### src/hdl/vt_supervision_pkg.sv
/*
  Constants, codes and carrier types of the voltage transformer supervision stage.
  Assumes a 100 MHz system clock and a 5 ms program cycle.
*/
package vt_supervision_pkg;
  localparam int CLK_PERIOD_NS = 10;
  localparam int PROG_CYCLE_NS = 5000000;
  localparam int PROG_CYCLE_MS = 5;
  localparam int STAMP_NS = 1000000;
  localparam int ANGLE_LOOKBACK_MS = 40;
  localparam int PREFAULT_MS = 20;
  localparam int HIST_DEPTH = ANGLE_LOOKBACK_MS / PROG_CYCLE_MS;
  localparam int PRE_N = PREFAULT_MS / PROG_CYCLE_MS;
  // Window ends PREFAULT_MS back, first entry is four cycles old
  localparam int PRE_FIRST = PREFAULT_MS / PROG_CYCLE_MS - 1;
  localparam int PRE_SHIFT = $clog2(PRE_N);
  localparam int TICK_W = 20;
  localparam int MSC_W = 17;

  localparam int VOLT_W = 16;
  localparam int ANG_W = 12;
  localparam int TH_W = 7;
  localparam int ALIM_W = 10;
  localparam int DLY_W = 19;
  localparam int REM_W = 20;
  localparam int CNT_W = 16;
  localparam int TS_W = 32;
  localparam int ADDR_W = 4;
  localparam int DATA_W = 32;
  localparam int CTRL_W = 5;
  localparam int NUM_OUT = 4;

  // Angles in 0.1 degree, voltages and thresholds in 0.01 x nominal
  localparam logic [ANG_W-1:0] ANG_FULL = 12'hE10;
  localparam logic [ANG_W-1:0] ANG_HALF = 12'h708;
  localparam logic [TH_W-1:0] LOW_TH_RST = 7'h05;
  localparam logic [TH_W-1:0] HIGH_TH_RST = 7'h50;
  localparam logic [ALIM_W-1:0] ALIM_RST = 10'h032;
  localparam logic [DLY_W-1:0] DELAY_RST = 19'h00014;

  localparam int CTRL_BUS_CHK = 0;
  localparam int CTRL_LINE_CHK = 1;
  localparam int CTRL_FORCE_EN = 2;
  localparam int CTRL_SW_BLOCK = 3;
  localparam int CTRL_SEL_LL = 4;
  localparam logic [CTRL_W-1:0] CTRL_RST = 5'h03;

  localparam logic [ADDR_W-1:0] ADDR_CTRL = 4'h0;
  localparam logic [ADDR_W-1:0] ADDR_LOW_TH = 4'h1;
  localparam logic [ADDR_W-1:0] ADDR_HIGH_TH = 4'h2;
  localparam logic [ADDR_W-1:0] ADDR_ALIM = 4'h3;
  localparam logic [ADDR_W-1:0] ADDR_DELAY = 4'h4;
  localparam logic [ADDR_W-1:0] ADDR_STATUS = 4'h5;
  localparam logic [ADDR_W-1:0] ADDR_EXPECT = 4'h6;
  localparam logic [ADDR_W-1:0] ADDR_REMAIN = 4'h7;
  localparam logic [ADDR_W-1:0] ADDR_CNT_CLR = 4'h8;
  localparam logic [ADDR_W-1:0] ADDR_CNT_BASE = 4'h9;

  typedef enum logic [1:0] {
    ST_IDLE = 2'b00,
    ST_START = 2'b01,
    ST_ALARM = 2'b11,
    ST_BLOCKED = 2'b10
  } state_t;

  typedef logic [2:0] code_t;
  localparam code_t BUS_DEAD = 3'h0;
  localparam code_t BUS_OK = 3'h1;
  localparam code_t BUS_REV = 3'h2;
  localparam code_t BUS_UNDEF = 3'h3;
  localparam code_t BUS_FAULT = 3'h4;
  localparam code_t COND_NORMAL = 3'h0;
  localparam code_t COND_START = 3'h1;
  localparam code_t COND_LINE = 3'h2;
  localparam code_t COND_BUS = 3'h3;
  localparam code_t COND_BLOCKED = 3'h4;

  typedef enum logic [1:0] {
    FT_NONE = 2'h0,
    FT_BUS_VT = 2'h1,
    FT_BUS_FUSE = 2'h2,
    FT_LINE_FUSE = 2'h3
  } fault_t;

  // Output index: start, bus alarm, line alarm, blocked
  localparam int OUT_START = 0;
  localparam int OUT_BUS = 1;
  localparam int OUT_LINE = 2;
  localparam int OUT_BLK = 3;

  typedef logic [2:0][VOLT_W-1:0] volt3_t;
  typedef struct packed {
    volt3_t ph_volt;
    volt3_t ll_volt;
    logic [VOLT_W-1:0] positive_seq_voltage;
    logic [VOLT_W-1:0] negative_seq_voltage;
    logic [VOLT_W-1:0] zero_seq_voltage;
    logic [2:0][ANG_W-1:0] ph_ang;
    logic [2:0][ANG_W-1:0] ll_ang;
  } meas_t;

  typedef struct packed {
    logic [ADDR_W-1:0] addr;
    logic [DATA_W-1:0] wdata;
    logic wr;
    logic rd;
  } reg_req_t;

  typedef struct packed {
    logic [1:0] id;
    logic on;
    logic [TS_W-1:0] stamp;
    fault_t fault;
    volt3_t volt;
  } event_t;
endpackage

### src/hdl/vt_supervision.sv
/*
  Voltage transformer supervision stage, run once per 5 ms program cycle.
  Assumes measurements and binary inputs synchronous to clk_sys and held
  stable by the front end across each program cycle tick.
*/
// Behaviour
// - evaluate voltages, sequences, angles every 5 ms
// - report 20 ms average ending 20 ms back
// - pick-up on one low or two high
// - low threshold, 0.01 steps, default 0.05
// - high threshold, default 0.80 of nominal
// - angle steady on all three phases versus 40 ms ago blocks voltage pick-up, not fuse pick-up
// - bus fuse check enables bus trip input
// - line fuse check enables line trip input
// - start only while blocking inactive
// - fuse input pick-up without filtering
// - bus voltage status codes zero to four
// - condition status codes zero to four
// - expected operating time readable, 5 ms units
// - signed remaining time while counting down
// - blocking sampled at program cycle start
// - unblocked pick-up starts and times
// - blocked pick-up gives blocked, nothing else
// - blocking resets active start
// - blocking raises display and stamped event
// - test mode switch drives blocking
// - definite time delay before alarm
// - four outputs with events and counters
// - event stamps in 1 ms resolution
`timescale 1ns/1ps
module vt_supervision #(
  parameter int TICK_CYCLES =
    vt_supervision_pkg::PROG_CYCLE_NS / vt_supervision_pkg::CLK_PERIOD_NS,
  parameter int MS_CYCLES =
    vt_supervision_pkg::STAMP_NS / vt_supervision_pkg::CLK_PERIOD_NS
) (
  // Clock and reset
  input wire logic clk_sys,
  input wire logic reset_n,
  // Register port
  input wire vt_supervision_pkg::reg_req_t reg_req,
  output vt_supervision_pkg::reg_req_t rd_echo_unused,
  output logic [vt_supervision_pkg::DATA_W-1:0] rd_data,
  // Measurements and binary inputs
  input wire vt_supervision_pkg::meas_t meas,
  input wire logic block_in,
  input wire logic bus_breaker_trip_input,
  input wire logic line_breaker_trip_input,
  // Function outputs
  output logic start_out,
  output logic alarm_bus_out,
  output logic alarm_line_out,
  output logic blocked_out,
  output vt_supervision_pkg::code_t bus_status,
  output vt_supervision_pkg::code_t cond_status,
  output vt_supervision_pkg::volt3_t prefault_volt,
  // Events
  output logic evt_valid,
  output vt_supervision_pkg::event_t evt,
  output logic display_event
);
  import vt_supervision_pkg::*;

  logic [TICK_W-1:0] tick_cnt_reg;
  logic [MSC_W-1:0] ms_cnt_reg;
  logic [TS_W-1:0] stamp_reg;
  logic tick;
  logic [CTRL_W-1:0] ctrl_reg;
  logic [TH_W-1:0] low_th_reg;
  logic [TH_W-1:0] high_th_reg;
  logic [ALIM_W-1:0] alim_reg;
  logic [DLY_W-1:0] delay_reg;
  logic cnt_clr;
  volt3_t volt_sel;
  logic [2:0][ANG_W-1:0] ang_sel;
  logic [2:0] low_hit;
  logic [2:0] high_hit;
  logic [2:0] ang_still;
  volt3_t pre_avg;
  logic volt_pick, ang_block, vt_pick, bus_fuse, line_fuse, pick, blk_now;
  fault_t fault_now;
  state_t state_reg, state_next;
  logic [REM_W-1:0] remain_reg, remain_next;
  logic [NUM_OUT-1:0] out_now, out_old_reg;
  logic [2*NUM_OUT-1:0] pend_reg, pend_set, pend_sel;
  logic [2:0] pend_idx;
  logic [NUM_OUT-1:0][CNT_W-1:0] cnt_reg;
  fault_t fault_reg;
  volt3_t snap_reg;

  assign rd_echo_unused = '0;
  assign tick = (tick_cnt_reg == '0);
  assign out_now = {blocked_out, alarm_line_out, alarm_bus_out, start_out};

  // Program cycle and 1 ms stamp time bases
  always_ff @(posedge clk_sys or negedge reset_n) begin
    if (!reset_n) begin
      tick_cnt_reg <= '0;
    end else if (tick) begin
      tick_cnt_reg <= TICK_W'(TICK_CYCLES - 1);
    end else begin
      tick_cnt_reg <= tick_cnt_reg - 1'b1;
    end
  end

  always_ff @(posedge clk_sys or negedge reset_n) begin
    if (!reset_n) begin
      ms_cnt_reg <= '0;
      stamp_reg <= '0;
    end else if (ms_cnt_reg == MSC_W'(MS_CYCLES - 1)) begin
      ms_cnt_reg <= '0;
      stamp_reg <= stamp_reg + 1'b1;
    end else begin
      ms_cnt_reg <= ms_cnt_reg + 1'b1;
    end
  end

  // Settings written by software
  always_ff @(posedge clk_sys or negedge reset_n) begin
    if (!reset_n) begin
      ctrl_reg <= CTRL_RST;
      low_th_reg <= LOW_TH_RST;
      high_th_reg <= HIGH_TH_RST;
      alim_reg <= ALIM_RST;
      delay_reg <= DELAY_RST;
    end else if (reg_req.wr) begin
      case (reg_req.addr)
        ADDR_CTRL: ctrl_reg <= reg_req.wdata[CTRL_W-1:0];
        ADDR_LOW_TH: low_th_reg <= reg_req.wdata[TH_W-1:0];
        ADDR_HIGH_TH: high_th_reg <= reg_req.wdata[TH_W-1:0];
        ADDR_ALIM: alim_reg <= reg_req.wdata[ALIM_W-1:0];
        ADDR_DELAY: delay_reg <= reg_req.wdata[DLY_W-1:0];
        default: begin
        end
      endcase
    end
  end

  assign cnt_clr = reg_req.wr && (reg_req.addr == ADDR_CNT_CLR);
  assign volt_sel = ctrl_reg[CTRL_SEL_LL] ? meas.ll_volt : meas.ph_volt;
  assign ang_sel = ctrl_reg[CTRL_SEL_LL] ? meas.ll_ang : meas.ph_ang;

  // Per phase comparators, angle and voltage history
  for (genvar p = 0; p < 3; p++) begin : g_phase
    logic [HIST_DEPTH-1:0][ANG_W-1:0] ang_hist_reg;
    logic [HIST_DEPTH-1:0][VOLT_W-1:0] volt_hist_reg;
    logic [ANG_W-1:0] diff;
    logic [ANG_W-1:0] wrap;
    logic [VOLT_W+PRE_SHIFT-1:0] sum;

    always_ff @(posedge clk_sys or negedge reset_n) begin
      if (!reset_n) begin
        ang_hist_reg <= '0;
        volt_hist_reg <= '0;
      end else if (tick) begin
        ang_hist_reg <= {ang_hist_reg[HIST_DEPTH-2:0], ang_sel[p]};
        volt_hist_reg <= {volt_hist_reg[HIST_DEPTH-2:0], volt_sel[p]};
      end
    end

    always_comb begin
      sum = '0;
      for (int k = 0; k < PRE_N; k++) begin
        sum = sum + (VOLT_W+PRE_SHIFT)'(volt_hist_reg[PRE_FIRST+k]);
      end
    end
    assign pre_avg[p] = VOLT_W'(sum >> PRE_SHIFT);

    assign diff = (ang_sel[p] >= ang_hist_reg[HIST_DEPTH-1]) ?
      ang_sel[p] - ang_hist_reg[HIST_DEPTH-1] :
      ang_hist_reg[HIST_DEPTH-1] - ang_sel[p];
    // Shortest way round the circle
    assign wrap = (diff > ANG_HALF) ? ANG_FULL - diff : diff;
    assign ang_still[p] = wrap < ANG_W'(alim_reg);
    assign low_hit[p] = volt_sel[p] < VOLT_W'(low_th_reg);
    assign high_hit[p] = volt_sel[p] > VOLT_W'(high_th_reg);
  end

  // Pick-up sources
  assign volt_pick = (|low_hit) || (high_hit[0] && high_hit[1]) ||
    (high_hit[1] && high_hit[2]) || (high_hit[0] && high_hit[2]);
  assign ang_block = &ang_still;
  assign vt_pick = volt_pick && !ang_block;
  assign bus_fuse = ctrl_reg[CTRL_BUS_CHK] && bus_breaker_trip_input;
  assign line_fuse = ctrl_reg[CTRL_LINE_CHK] && line_breaker_trip_input;
  assign pick = vt_pick || bus_fuse || line_fuse;
  // Test switch overrides the matrix only under stage forcing
  assign blk_now = ctrl_reg[CTRL_FORCE_EN] ? ctrl_reg[CTRL_SW_BLOCK] : block_in;

  always_comb begin
    if (bus_fuse) begin
      fault_now = FT_BUS_FUSE;
    end else if (vt_pick) begin
      fault_now = FT_BUS_VT;
    end else if (line_fuse) begin
      fault_now = FT_LINE_FUSE;
    end else begin
      fault_now = FT_NONE;
    end
  end

  // Stage sequence, stepped only on the program cycle tick
  always_comb begin
    state_next = state_reg;
    remain_next = remain_reg;
    if (tick) begin
      case (state_reg)
        ST_IDLE, ST_BLOCKED: begin
          remain_next = REM_W'(delay_reg);
          if (!pick) begin
            state_next = ST_IDLE;
          end else if (blk_now) begin
            state_next = ST_BLOCKED;
          end else begin
            state_next = ST_START;
          end
        end
        ST_START: begin
          if (!pick || blk_now) begin
            state_next = pick ? ST_BLOCKED : ST_IDLE;
            remain_next = REM_W'(delay_reg);
          end else if (remain_reg <= REM_W'(1)) begin
            state_next = ST_ALARM;
            remain_next = '0;
          end else begin
            remain_next = remain_reg - 1'b1;
          end
        end
        ST_ALARM: begin
          if (!pick || blk_now) begin
            state_next = pick ? ST_BLOCKED : ST_IDLE;
            remain_next = REM_W'(delay_reg);
          end
        end
        default: begin
          state_next = ST_IDLE;
        end
      endcase
    end
  end

  always_ff @(posedge clk_sys or negedge reset_n) begin
    if (!reset_n) begin
      state_reg <= ST_IDLE;
      remain_reg <= REM_W'(DELAY_RST);
    end else begin
      state_reg <= state_next;
      remain_reg <= remain_next;
    end
  end

  // Outputs and status codes refresh once per program cycle
  always_ff @(posedge clk_sys or negedge reset_n) begin
    if (!reset_n) begin
      start_out <= 1'b0;
      alarm_bus_out <= 1'b0;
      alarm_line_out <= 1'b0;
      blocked_out <= 1'b0;
      bus_status <= BUS_DEAD;
      cond_status <= COND_NORMAL;
      fault_reg <= FT_NONE;
      snap_reg <= '0;
    end else if (tick) begin
      start_out <= (state_next == ST_START) || (state_next == ST_ALARM);
      alarm_bus_out <= (state_next == ST_ALARM) && (fault_now != FT_LINE_FUSE);
      alarm_line_out <= (state_next == ST_ALARM) && (fault_now == FT_LINE_FUSE);
      blocked_out <= state_next == ST_BLOCKED;
      fault_reg <= fault_now;
      snap_reg <= volt_sel;
      if (&low_hit) begin
        bus_status <= BUS_DEAD;
      end else if (pick) begin
        bus_status <= BUS_FAULT;
      end else if (meas.positive_seq_voltage > meas.negative_seq_voltage) begin
        bus_status <= BUS_OK;
      end else if (meas.positive_seq_voltage < meas.negative_seq_voltage) begin
        bus_status <= BUS_REV;
      end else begin
        bus_status <= BUS_UNDEF;
      end
      case (state_next)
        ST_BLOCKED: cond_status <= COND_BLOCKED;
        ST_START: cond_status <= COND_START;
        ST_ALARM: cond_status <= (fault_now == FT_LINE_FUSE) ? COND_LINE : COND_BUS;
        default: cond_status <= COND_NORMAL;
      endcase
    end
  end

  always_ff @(posedge clk_sys or negedge reset_n) begin
    if (!reset_n) begin
      prefault_volt <= '0;
    end else if (tick && (state_reg != ST_START) && (state_reg != ST_ALARM) &&
                 (state_next == ST_START)) begin
      prefault_volt <= pre_avg;
    end
  end

  // Events: several may change together, so they queue one per cycle
  always_comb begin
    pend_set = '0;
    for (int i = 0; i < NUM_OUT; i++) begin
      if (out_now[i] != out_old_reg[i]) begin
        pend_set[2*i+(out_now[i] ? 1 : 0)] = 1'b1;
      end
    end
    pend_sel = pend_reg & (~pend_reg + 1'b1);
    pend_idx = '0;
    for (int j = 0; j < 2*NUM_OUT; j++) begin
      if (pend_sel[j]) begin
        pend_idx = 3'(j);
      end
    end
  end

  always_ff @(posedge clk_sys or negedge reset_n) begin
    if (!reset_n) begin
      out_old_reg <= '0;
      pend_reg <= '0;
      evt_valid <= 1'b0;
      evt <= '0;
      display_event <= 1'b0;
    end else begin
      out_old_reg <= out_now;
      pend_reg <= (pend_reg & ~pend_sel) | pend_set;
      evt_valid <= |pend_reg;
      evt.id <= pend_idx[2:1];
      evt.on <= pend_idx[0];
      evt.stamp <= stamp_reg;
      evt.fault <= fault_reg;
      evt.volt <= snap_reg;
      display_event <= blocked_out && !out_old_reg[OUT_BLK];
    end
  end

  // Cumulative counters; a rising output beats a clear in the same cycle
  for (genvar c = 0; c < NUM_OUT; c++) begin : g_cnt
    always_ff @(posedge clk_sys or negedge reset_n) begin
      if (!reset_n) begin
        cnt_reg[c] <= '0;
      end else if (out_now[c] && !out_old_reg[c]) begin
        cnt_reg[c] <= cnt_clr ? CNT_W'(1) : cnt_reg[c] + 1'b1;
      end else if (cnt_clr) begin
        cnt_reg[c] <= '0;
      end
    end
  end

  // Read port, data in the cycle after the strobe
  always_ff @(posedge clk_sys or negedge reset_n) begin
    if (!reset_n) begin
      rd_data <= '0;
    end else if (reg_req.rd) begin
      case (reg_req.addr)
        ADDR_CTRL: rd_data <= DATA_W'(ctrl_reg);
        ADDR_LOW_TH: rd_data <= DATA_W'(low_th_reg);
        ADDR_HIGH_TH: rd_data <= DATA_W'(high_th_reg);
        ADDR_ALIM: rd_data <= DATA_W'(alim_reg);
        ADDR_DELAY: rd_data <= DATA_W'(delay_reg);
        ADDR_STATUS: rd_data <= DATA_W'({state_reg, cond_status, bus_status});
        ADDR_EXPECT: rd_data <= DATA_W'(delay_reg);
        ADDR_REMAIN: rd_data <= DATA_W'(signed'(remain_reg));
        ADDR_CNT_BASE: rd_data <= DATA_W'(cnt_reg[OUT_START]);
        ADDR_CNT_BASE + 4'h1: rd_data <= DATA_W'(cnt_reg[OUT_BUS]);
        ADDR_CNT_BASE + 4'h2: rd_data <= DATA_W'(cnt_reg[OUT_LINE]);
        ADDR_CNT_BASE + 4'h3: rd_data <= DATA_W'(cnt_reg[OUT_BLK]);
        default: rd_data <= '0;
      endcase
    end else begin
      rd_data <= '0;
    end
  end

  property p_tick_spacing;
    @(posedge clk_sys) disable iff (!reset_n) tick |=> !tick [*8];
  endproperty
  a_tick_spacing: assert property (p_tick_spacing) else $error("tick too close");

  property p_start_unblocked;
    @(posedge clk_sys) disable iff (!reset_n)
      $rose(start_out) |-> $past(tick) && !$past(blk_now);
  endproperty
  a_start_unblocked: assert property (p_start_unblocked) else $error("start under block");

  property p_block_on_pick;
    @(posedge clk_sys) disable iff (!reset_n)
      tick && pick && blk_now && (state_reg == ST_IDLE) |=>
        blocked_out && !start_out && (cond_status == COND_BLOCKED);
  endproperty
  a_block_on_pick: assert property (p_block_on_pick) else $error("blocked not set");

  property p_block_resets_start;
    @(posedge clk_sys) disable iff (!reset_n)
      tick && start_out && blk_now |=> !start_out && !alarm_bus_out;
  endproperty
  a_block_resets_start: assert property (p_block_resets_start) else $error("start kept");

  property p_low_pick;
    @(posedge clk_sys) disable iff (!reset_n)
      tick && (|low_hit) && !ang_block && !blk_now && (state_reg == ST_IDLE) |=>
        start_out && (remain_reg == REM_W'(delay_reg));
  endproperty
  a_low_pick: assert property (p_low_pick) else $error("low pick-up missed");

  property p_fuse_now;
    @(posedge clk_sys) disable iff (!reset_n)
      tick && ctrl_reg[CTRL_BUS_CHK] && bus_breaker_trip_input && !blk_now && !(&low_hit)
        && (state_reg == ST_IDLE) |=> start_out && (bus_status == BUS_FAULT);
  endproperty
  a_fuse_now: assert property (p_fuse_now) else $error("fuse pick-up late");

  property p_line_check_off;
    @(posedge clk_sys) disable iff (!reset_n)
      tick && !ctrl_reg[CTRL_LINE_CHK] && !vt_pick && !bus_fuse
        && (state_reg == ST_IDLE) |=> !start_out;
  endproperty
  a_line_check_off: assert property (p_line_check_off) else $error("line trip unchecked");

  property p_alarm_after_delay;
    @(posedge clk_sys) disable iff (!reset_n)
      $rose(alarm_bus_out || alarm_line_out) |->
        $past(state_reg) == ST_START && $past(remain_reg) <= REM_W'(1);
  endproperty
  a_alarm_after_delay: assert property (p_alarm_after_delay) else $error("early alarm");

  property p_drop_clears;
    @(posedge clk_sys) disable iff (!reset_n)
      tick && (state_reg == ST_START) && !pick |=>
        !start_out && !alarm_bus_out && !alarm_line_out && (state_reg == ST_IDLE);
  endproperty
  a_drop_clears: assert property (p_drop_clears) else $error("drop not cleared");

  property p_count_start;
    @(posedge clk_sys) disable iff (!reset_n)
      $rose(start_out) && !cnt_clr |=> cnt_reg[OUT_START] == $past(cnt_reg[OUT_START]) + 1'b1;
  endproperty
  a_count_start: assert property (p_count_start) else $error("start not counted");

  property p_display_block;
    @(posedge clk_sys) disable iff (!reset_n)
      $rose(blocked_out) |=> display_event ##[1:8] (evt_valid && evt.id == 2'h3 && evt.on);
  endproperty
  a_display_block: assert property (p_display_block) else $error("block event missing");
endmodule // vt_supervision

### config.mk
export PLATFORM = sky130hd
export DESIGN_NAME = vt_supervision
export DESIGN_NICKNAME = d
export VERILOG_FILES = /design/src/hdl/vt_supervision_pkg.sv /design/src/hdl/vt_supervision.sv
export SDC_FILE = /design/constraint.sdc
export NUM_CORES = 2
export LEC_CHECK = 0
export BUFFER_PORTS_ARGS = -buffer_cell sky130_fd_sc_hd__buf_2
export CAP_MARGIN = 20
export CORE_MARGIN = 2
export CORE_UTILIZATION = 55
export CTS_BUF_LIST = sky130_fd_sc_hd__clkbuf_2 sky130_fd_sc_hd__clkbuf_4 sky130_fd_sc_hd__clkbuf_8
export CTS_CLUSTER_DIAMETER = 200
export DETAILED_ROUTE_END_ITERATION = 7
export GPL_TIMING_DRIVEN = 0
export PLACE_DENSITY = 0.84
export SETUP_SLACK_MARGIN = 0.15
export SKIP_LAST_GASP = 1
export SLEW_MARGIN = 20
export SYNTH_ARGS = -nofsm -noshare
export SYNTH_HDL_FRONTEND = slang
export SYNTH_SLANG_ARGS = --single-unit
### constraint.sdc
create_clock -name clk_sys -period 8.1 [get_ports clk_sys]
set_input_delay 1.62 -clock clk_sys [delete_from_list [all_inputs] [get_ports clk_sys]]
set_output_delay 1.62 -clock clk_sys [all_outputs]
set_load 0.02 [all_outputs]
## Word level (Yosys, flattened, before mapping)

Index checks and enable logic that the tools add are counted.

| word-level totals | value |
|---|---|
| register bits after elaboration | 1018 |
| input port bits | 259 |
| output and inout bits | 215 |
| word-level logic and storage cells | 291 |

| cells by class | value |
|---|---|
| add/sub/neg operators | 30 |
| $lt $le $gt $ge | 26 |
| equality and inequality tests | 28 |
| mux-type cells | 66 |
| bitwise gates (word level) | 8 |
| reduce and logical (&&, ||, !) cells | 52 |

Operators with widths:

| operator | number |
|---|---|
| $pmux 32 s11 | 1 |
| $mux 16 | 9 |
| $mux 20 | 4 |
| $mux 12 | 6 |
| $sub 12x12->12 | 6 |
| $add 16x1->16 const B | 4 |
| $pmux 20 s3 | 1 |
| $add 17x16->18 | 3 |
| $add 18x16->18 | 3 |
| $add 16x16->17 | 3 |
| $gt 16x7->1 | 3 |
| $lt 16x7->1 | 3 |
| $mux 48 | 1 |
| $sub 20x1->20 const B | 2 |
| $ge 12x12->1 | 3 |
| $gt 12x11->1 const B | 3 |
| $lt 12x10->1 | 3 |
| $mux 36 | 1 |
| $sub 12x12->12 const A | 3 |
| $add 32x1->32 const B | 1 |
| $mux 32 | 1 |
| $mux 8 | 4 |
| $or 8x8->8 | 4 |
| $mux 3 | 8 |
| other kinds (43) | 130 |

## Longest topological paths before layout

| depth | value |
|---|---|
| depth in word-level cells | 18 |
| depth in mapped cells | 35 |
| gate-level depth less buffers | 30 |

## Least setup slack after synthesis

Ideal clock, no wire load.

| timing | value |
|---|---|
| path kind | input to register |
| start point | in meas[13] (netlist bit) |
| end point | reg remain_reg[18] |
| setup time | 0.121 ns |
| arrival | 7.521 ns |
| required time | 7.979 ns |
| path slack | 0.458 ns |
| cell stages on the path | 28 |
| buffers on the path | 1 |
| path through | mux2i_1 -> inv_1 -> fa_1 -> a211oi_2 -> o21ai_2 -> a311oi_4 -> nand2_2 -> mux2i_1 -> ha_1 -> inv_1 -> o21bai_1 -> a311o_1 -> o21ai_1 -> o21ai_0 -> xnor2_1 -> ha_1 -> a21oi_1 -> o22ai_1 -> nor4_1 -> nand3_1 -> nor3_1 -> nand4_2 -> a2111oi_4 -> a21oi_4 -> nand4_4 -> buf_6 -> mux2_4 -> a22o_1 |

RTL lines:

| what | line | source |
|---|---|---|
| from (decl) | vt_supervision.sv:45 | `input wire vt_supervision_pkg::meas_t meas,` |
| to (signal assigned) | vt_supervision.sv:245 | `remain_reg <= REM_W'(DELAY_RST);` |
| to (signal assigned) | vt_supervision.sv:248 | `remain_reg <= remain_next;` |
| to (decl) | vt_supervision.sv:83 | `logic [REM_W-1:0] remain_reg, remain_next;` |

==> qor.yml <==
worst_setup_path:
  endpoint_kind: "flip-flop"
  crit_fanout: 10
  reg2reg_slack_ps: 420
  cpMaxStageDelayCell: "clkbuf_2"
  worst_path_largest_cell_delay_ps: 520
  r2r_end: "prefault_volt[28]"
  cp.required_ps: 8830
  start_kind: "flip-flop"
  cp.arrival_ps: 8410
  r2r.worst_path.cells: 35
  path_class: "flip-flop to flip-flop"
  r2r_start: "ctrl_reg[4]"
final_layout:
  num-fill-cells: 6960
  mostFrequentLayoutCell: "nand2_1"
  fin_nets: 6492
  layout_common_cells: "nand2_1, dfrtp_1, buf_2, o21ai_0, nor2_1"
  layout-drive-gt1-share_pct: 17.14
  area_growth_pct: 16.29
cts:
  path_clk_slew_ps: 70
  worstSkewPairLatency_ps: 880
  hold_buffers: 0
  cts_htree_levels: 4
  cts_buffers: 163
  cts.sinks: 1005
  cts_tree: "yes"
  clockRootBuffer: "clkbuf_8"
  clockBufferDepth: 3
timing:
  worstMarginPinSlew_ps: 1119
  setup_viol: 0
  max_freq_mhz: 130.2
  final_hold_viol_count: 0
  maxSlewHeadroom_pct: 24.85
  finalCritPeriodShare_pct: 94.84
  drv_slew: 0
  finalSetupTns_ps: 0
  rsz0062_at_grt: "false"
  layout_min_cycle_time_ps: 7682
  setup_ws_ps: 418.0
  finClkSkew_ps: 57.52
power_and_ir_drop:
  p_leak_nw: 30.36
  power_frac_comb_pct: 19.3
  intPower_mw: 8.930
  seqPwrFrac_pct: 42.8
  switchingPower_mw: 3.835
  powerDensity_nw_per_um2: 218.3
  p_clk_share_pct: 37.9
  peakVddDrop_mv: 0.2115
  swShare_pct: 30.04
global_route:
  met3_usage_pct: 6.525
  grt_max_degree: 147
  grt_usage_pct: 29.94
  grt-busiest-layer: "met2"
  antenna_found_initial: 8
  met2_usage_pct: 48.84
  globalRoute.totalOverflow: 0
  grt_pass1_vias: 40818
  grt_pass1_wl_um: 219700
  use_met1_pct: 38.88
floorplan:
  start_util_pct: 55.69
  core_sq_um: 90290
  die_w_um: 306.4
  die_y_um: 306.4
  dieArea_sq_um: 93860
  rows: 110
  pin_count: 474
drt:
  post_drt_via_cell_ratio: 5.598
  ant_nets: 0
  post_drt_wl_per_cell_um: 19.46
  wirelength_um: 140700
  drc: 0
  vias: 40480
  drtIter0Drc: 3655
  firstDrtPassIters: 8
placed_design:
  hpwl_um: 103600
  numPortBuffers: 405
  place_ws_ps: -2168
  place.gp.congestion: 0.9380
yosys:
  synth_top_area_share_pct: 49.37
  synth_area_leaders: "dfrtp_1, nand2_1, ha_1, fa_1, o21ai_0"
  avgSynthCellArea_sq_um: 9.522
  syn_inst: 5281
  netlist_area_sq_um: 50280
  yosysTopAreaCell: "dfrtp_1"
  synth_edf_count: 0
  async_flop_share_pct: 100.0
  yosysSeqAreaShare_pct: 50.05
  ys_ff_latch: 1005
  ys_types: 104
  synth.yosys.warnings: 0
  synth_ff_type: "dfrtp_1"
hold_path:
  holdPathEnd: "evt[46]"
  hp-class: "flip-flop to flip-flop"
  holdPathStages: 0
  hold_path_startpoint: "snap_reg[46]"
run:
  drv_cap: 0
status:
  status: "completed"
## routing by layer
layer | wire, um | vias to the layer above
li1 | - | 18734
met3 | 11710 | 306
met1 | 56580 | 19893
met2 | 66720 | 1543
met4 | 5488 | 4
met5 | 234 | -
## repair_timing
| item | in CTS | in global routing |
|---|---|---|
| setup endpoints to repair | 81 | 69 |
| resized for setup | 56 | 35 |
| buffers inserted | 2 | 20 |
| pin swaps | 2 | 9 |
| gates cloned | 0 | 4 |
## cells by family (layout without fill, tap and decap cells)
logic type      count (synthesis)  after routing  synth area share, %
compound gates                705            706                9.199
xor+xnor                      176            176                3.080
fa+ha+maj                     311            311                9.256
buf+inv                       471           1202                4.061
flops                        1005           1005                50.05
mux                           200            200                4.282
other cells                     1             43             0.007458
simple gates                 2412           2412                20.07
## final cells by class
class | count | area [sq um] | area share (%)
Clock buffer | 250 | 3153 | 5.392
Sequential cell | 1005 | 25170 | 43.04
Antenna cell | 5 | 12.51 | 0.02140
Timing Repair Buffer | 439 | 2467 | 4.220
Buffer | 286 | 1498 | 2.561
Clock inverter | 42 | 470.5 | 0.8045
Multi-Input combinational cell | 3843 | 23540 | 40.26
Tap cell | 1176 | 1471 | 2.516
Inverter | 185 | 694.4 | 1.188
## power groups by stage
stage,sequential [mW],clock (mW),combinational (mW)
5_1_grt,5.48,5.13,2.71
6_report,5.47,4.83,2.46
4_1_cts,5.46,4.89,2.34
3_3_place_gp,5.54,0,2.17
2_1_floorplan,5.48,0,1.51
3_5_place_dp,5.54,0,2.25
## worst max-delay path: cells and delay by family (launching register included)
kind | cells | cell delay [ps]
fa+ha+maj | 3 | 970
flops | 1 | 410
compound gates | 10 | 1460
mux | 3 | 1190
simple gates | 9 | 1450
buf+inv | 10 | 2040
## worst max-delay path by stage
| stage | endpoint | from |
|---|---|---|
| after global routing | prefault_volt[24] | ctrl_reg[4] |
| after global placement | prefault_volt[24] | reset_n |
| after detailed placement | prefault_volt[43] | ctrl_reg[4] |
| final | prefault_volt[28] | ctrl_reg[4] |
| after CTS | prefault_volt[28] | ctrl_reg[4] |
| after floorplan | remain_reg[18] | meas[13] |
## cells in the mapped netlist (70+ instances only)
master and n:
xnor2_1 105, clkbuf_1 192, inv_1 185, dfrtp_1 992, xor2_1 70, a21oi_1 102
nand2_1 1790, o21ai_0 244, mux2_2 106, fa_1 102, nor2_1 211, nand3_1 71
mux2i_1 87, ha_1 208
## stage by stage
| step | cell area [sq um] | cells | hold WS (ps) | power, mW | util (%) |
|---|---|---|---|---|---|
| 2_1_floorplan | 50420 | 5318 | 353.5 | 6.993 | - |
| 6_report | 58470 | 7231 | 393.9 | 12.76 | 64.77 |
| 4_1_cts | 58100 | 7202 | 404.3 | 12.69 | 64.36 |
| 5_1_grt | 58460 | 7227 | 420.3 | 13.32 | 64.75 |
| 3_3_place_gp | 53920 | 6899 | 387.1 | 7.715 | 59.72 |
| 3_5_place_dp | 54190 | 6908 | 390.0 | 7.797 | 60.02 |
No activity file was read; power rests on OpenSTA's default activity.
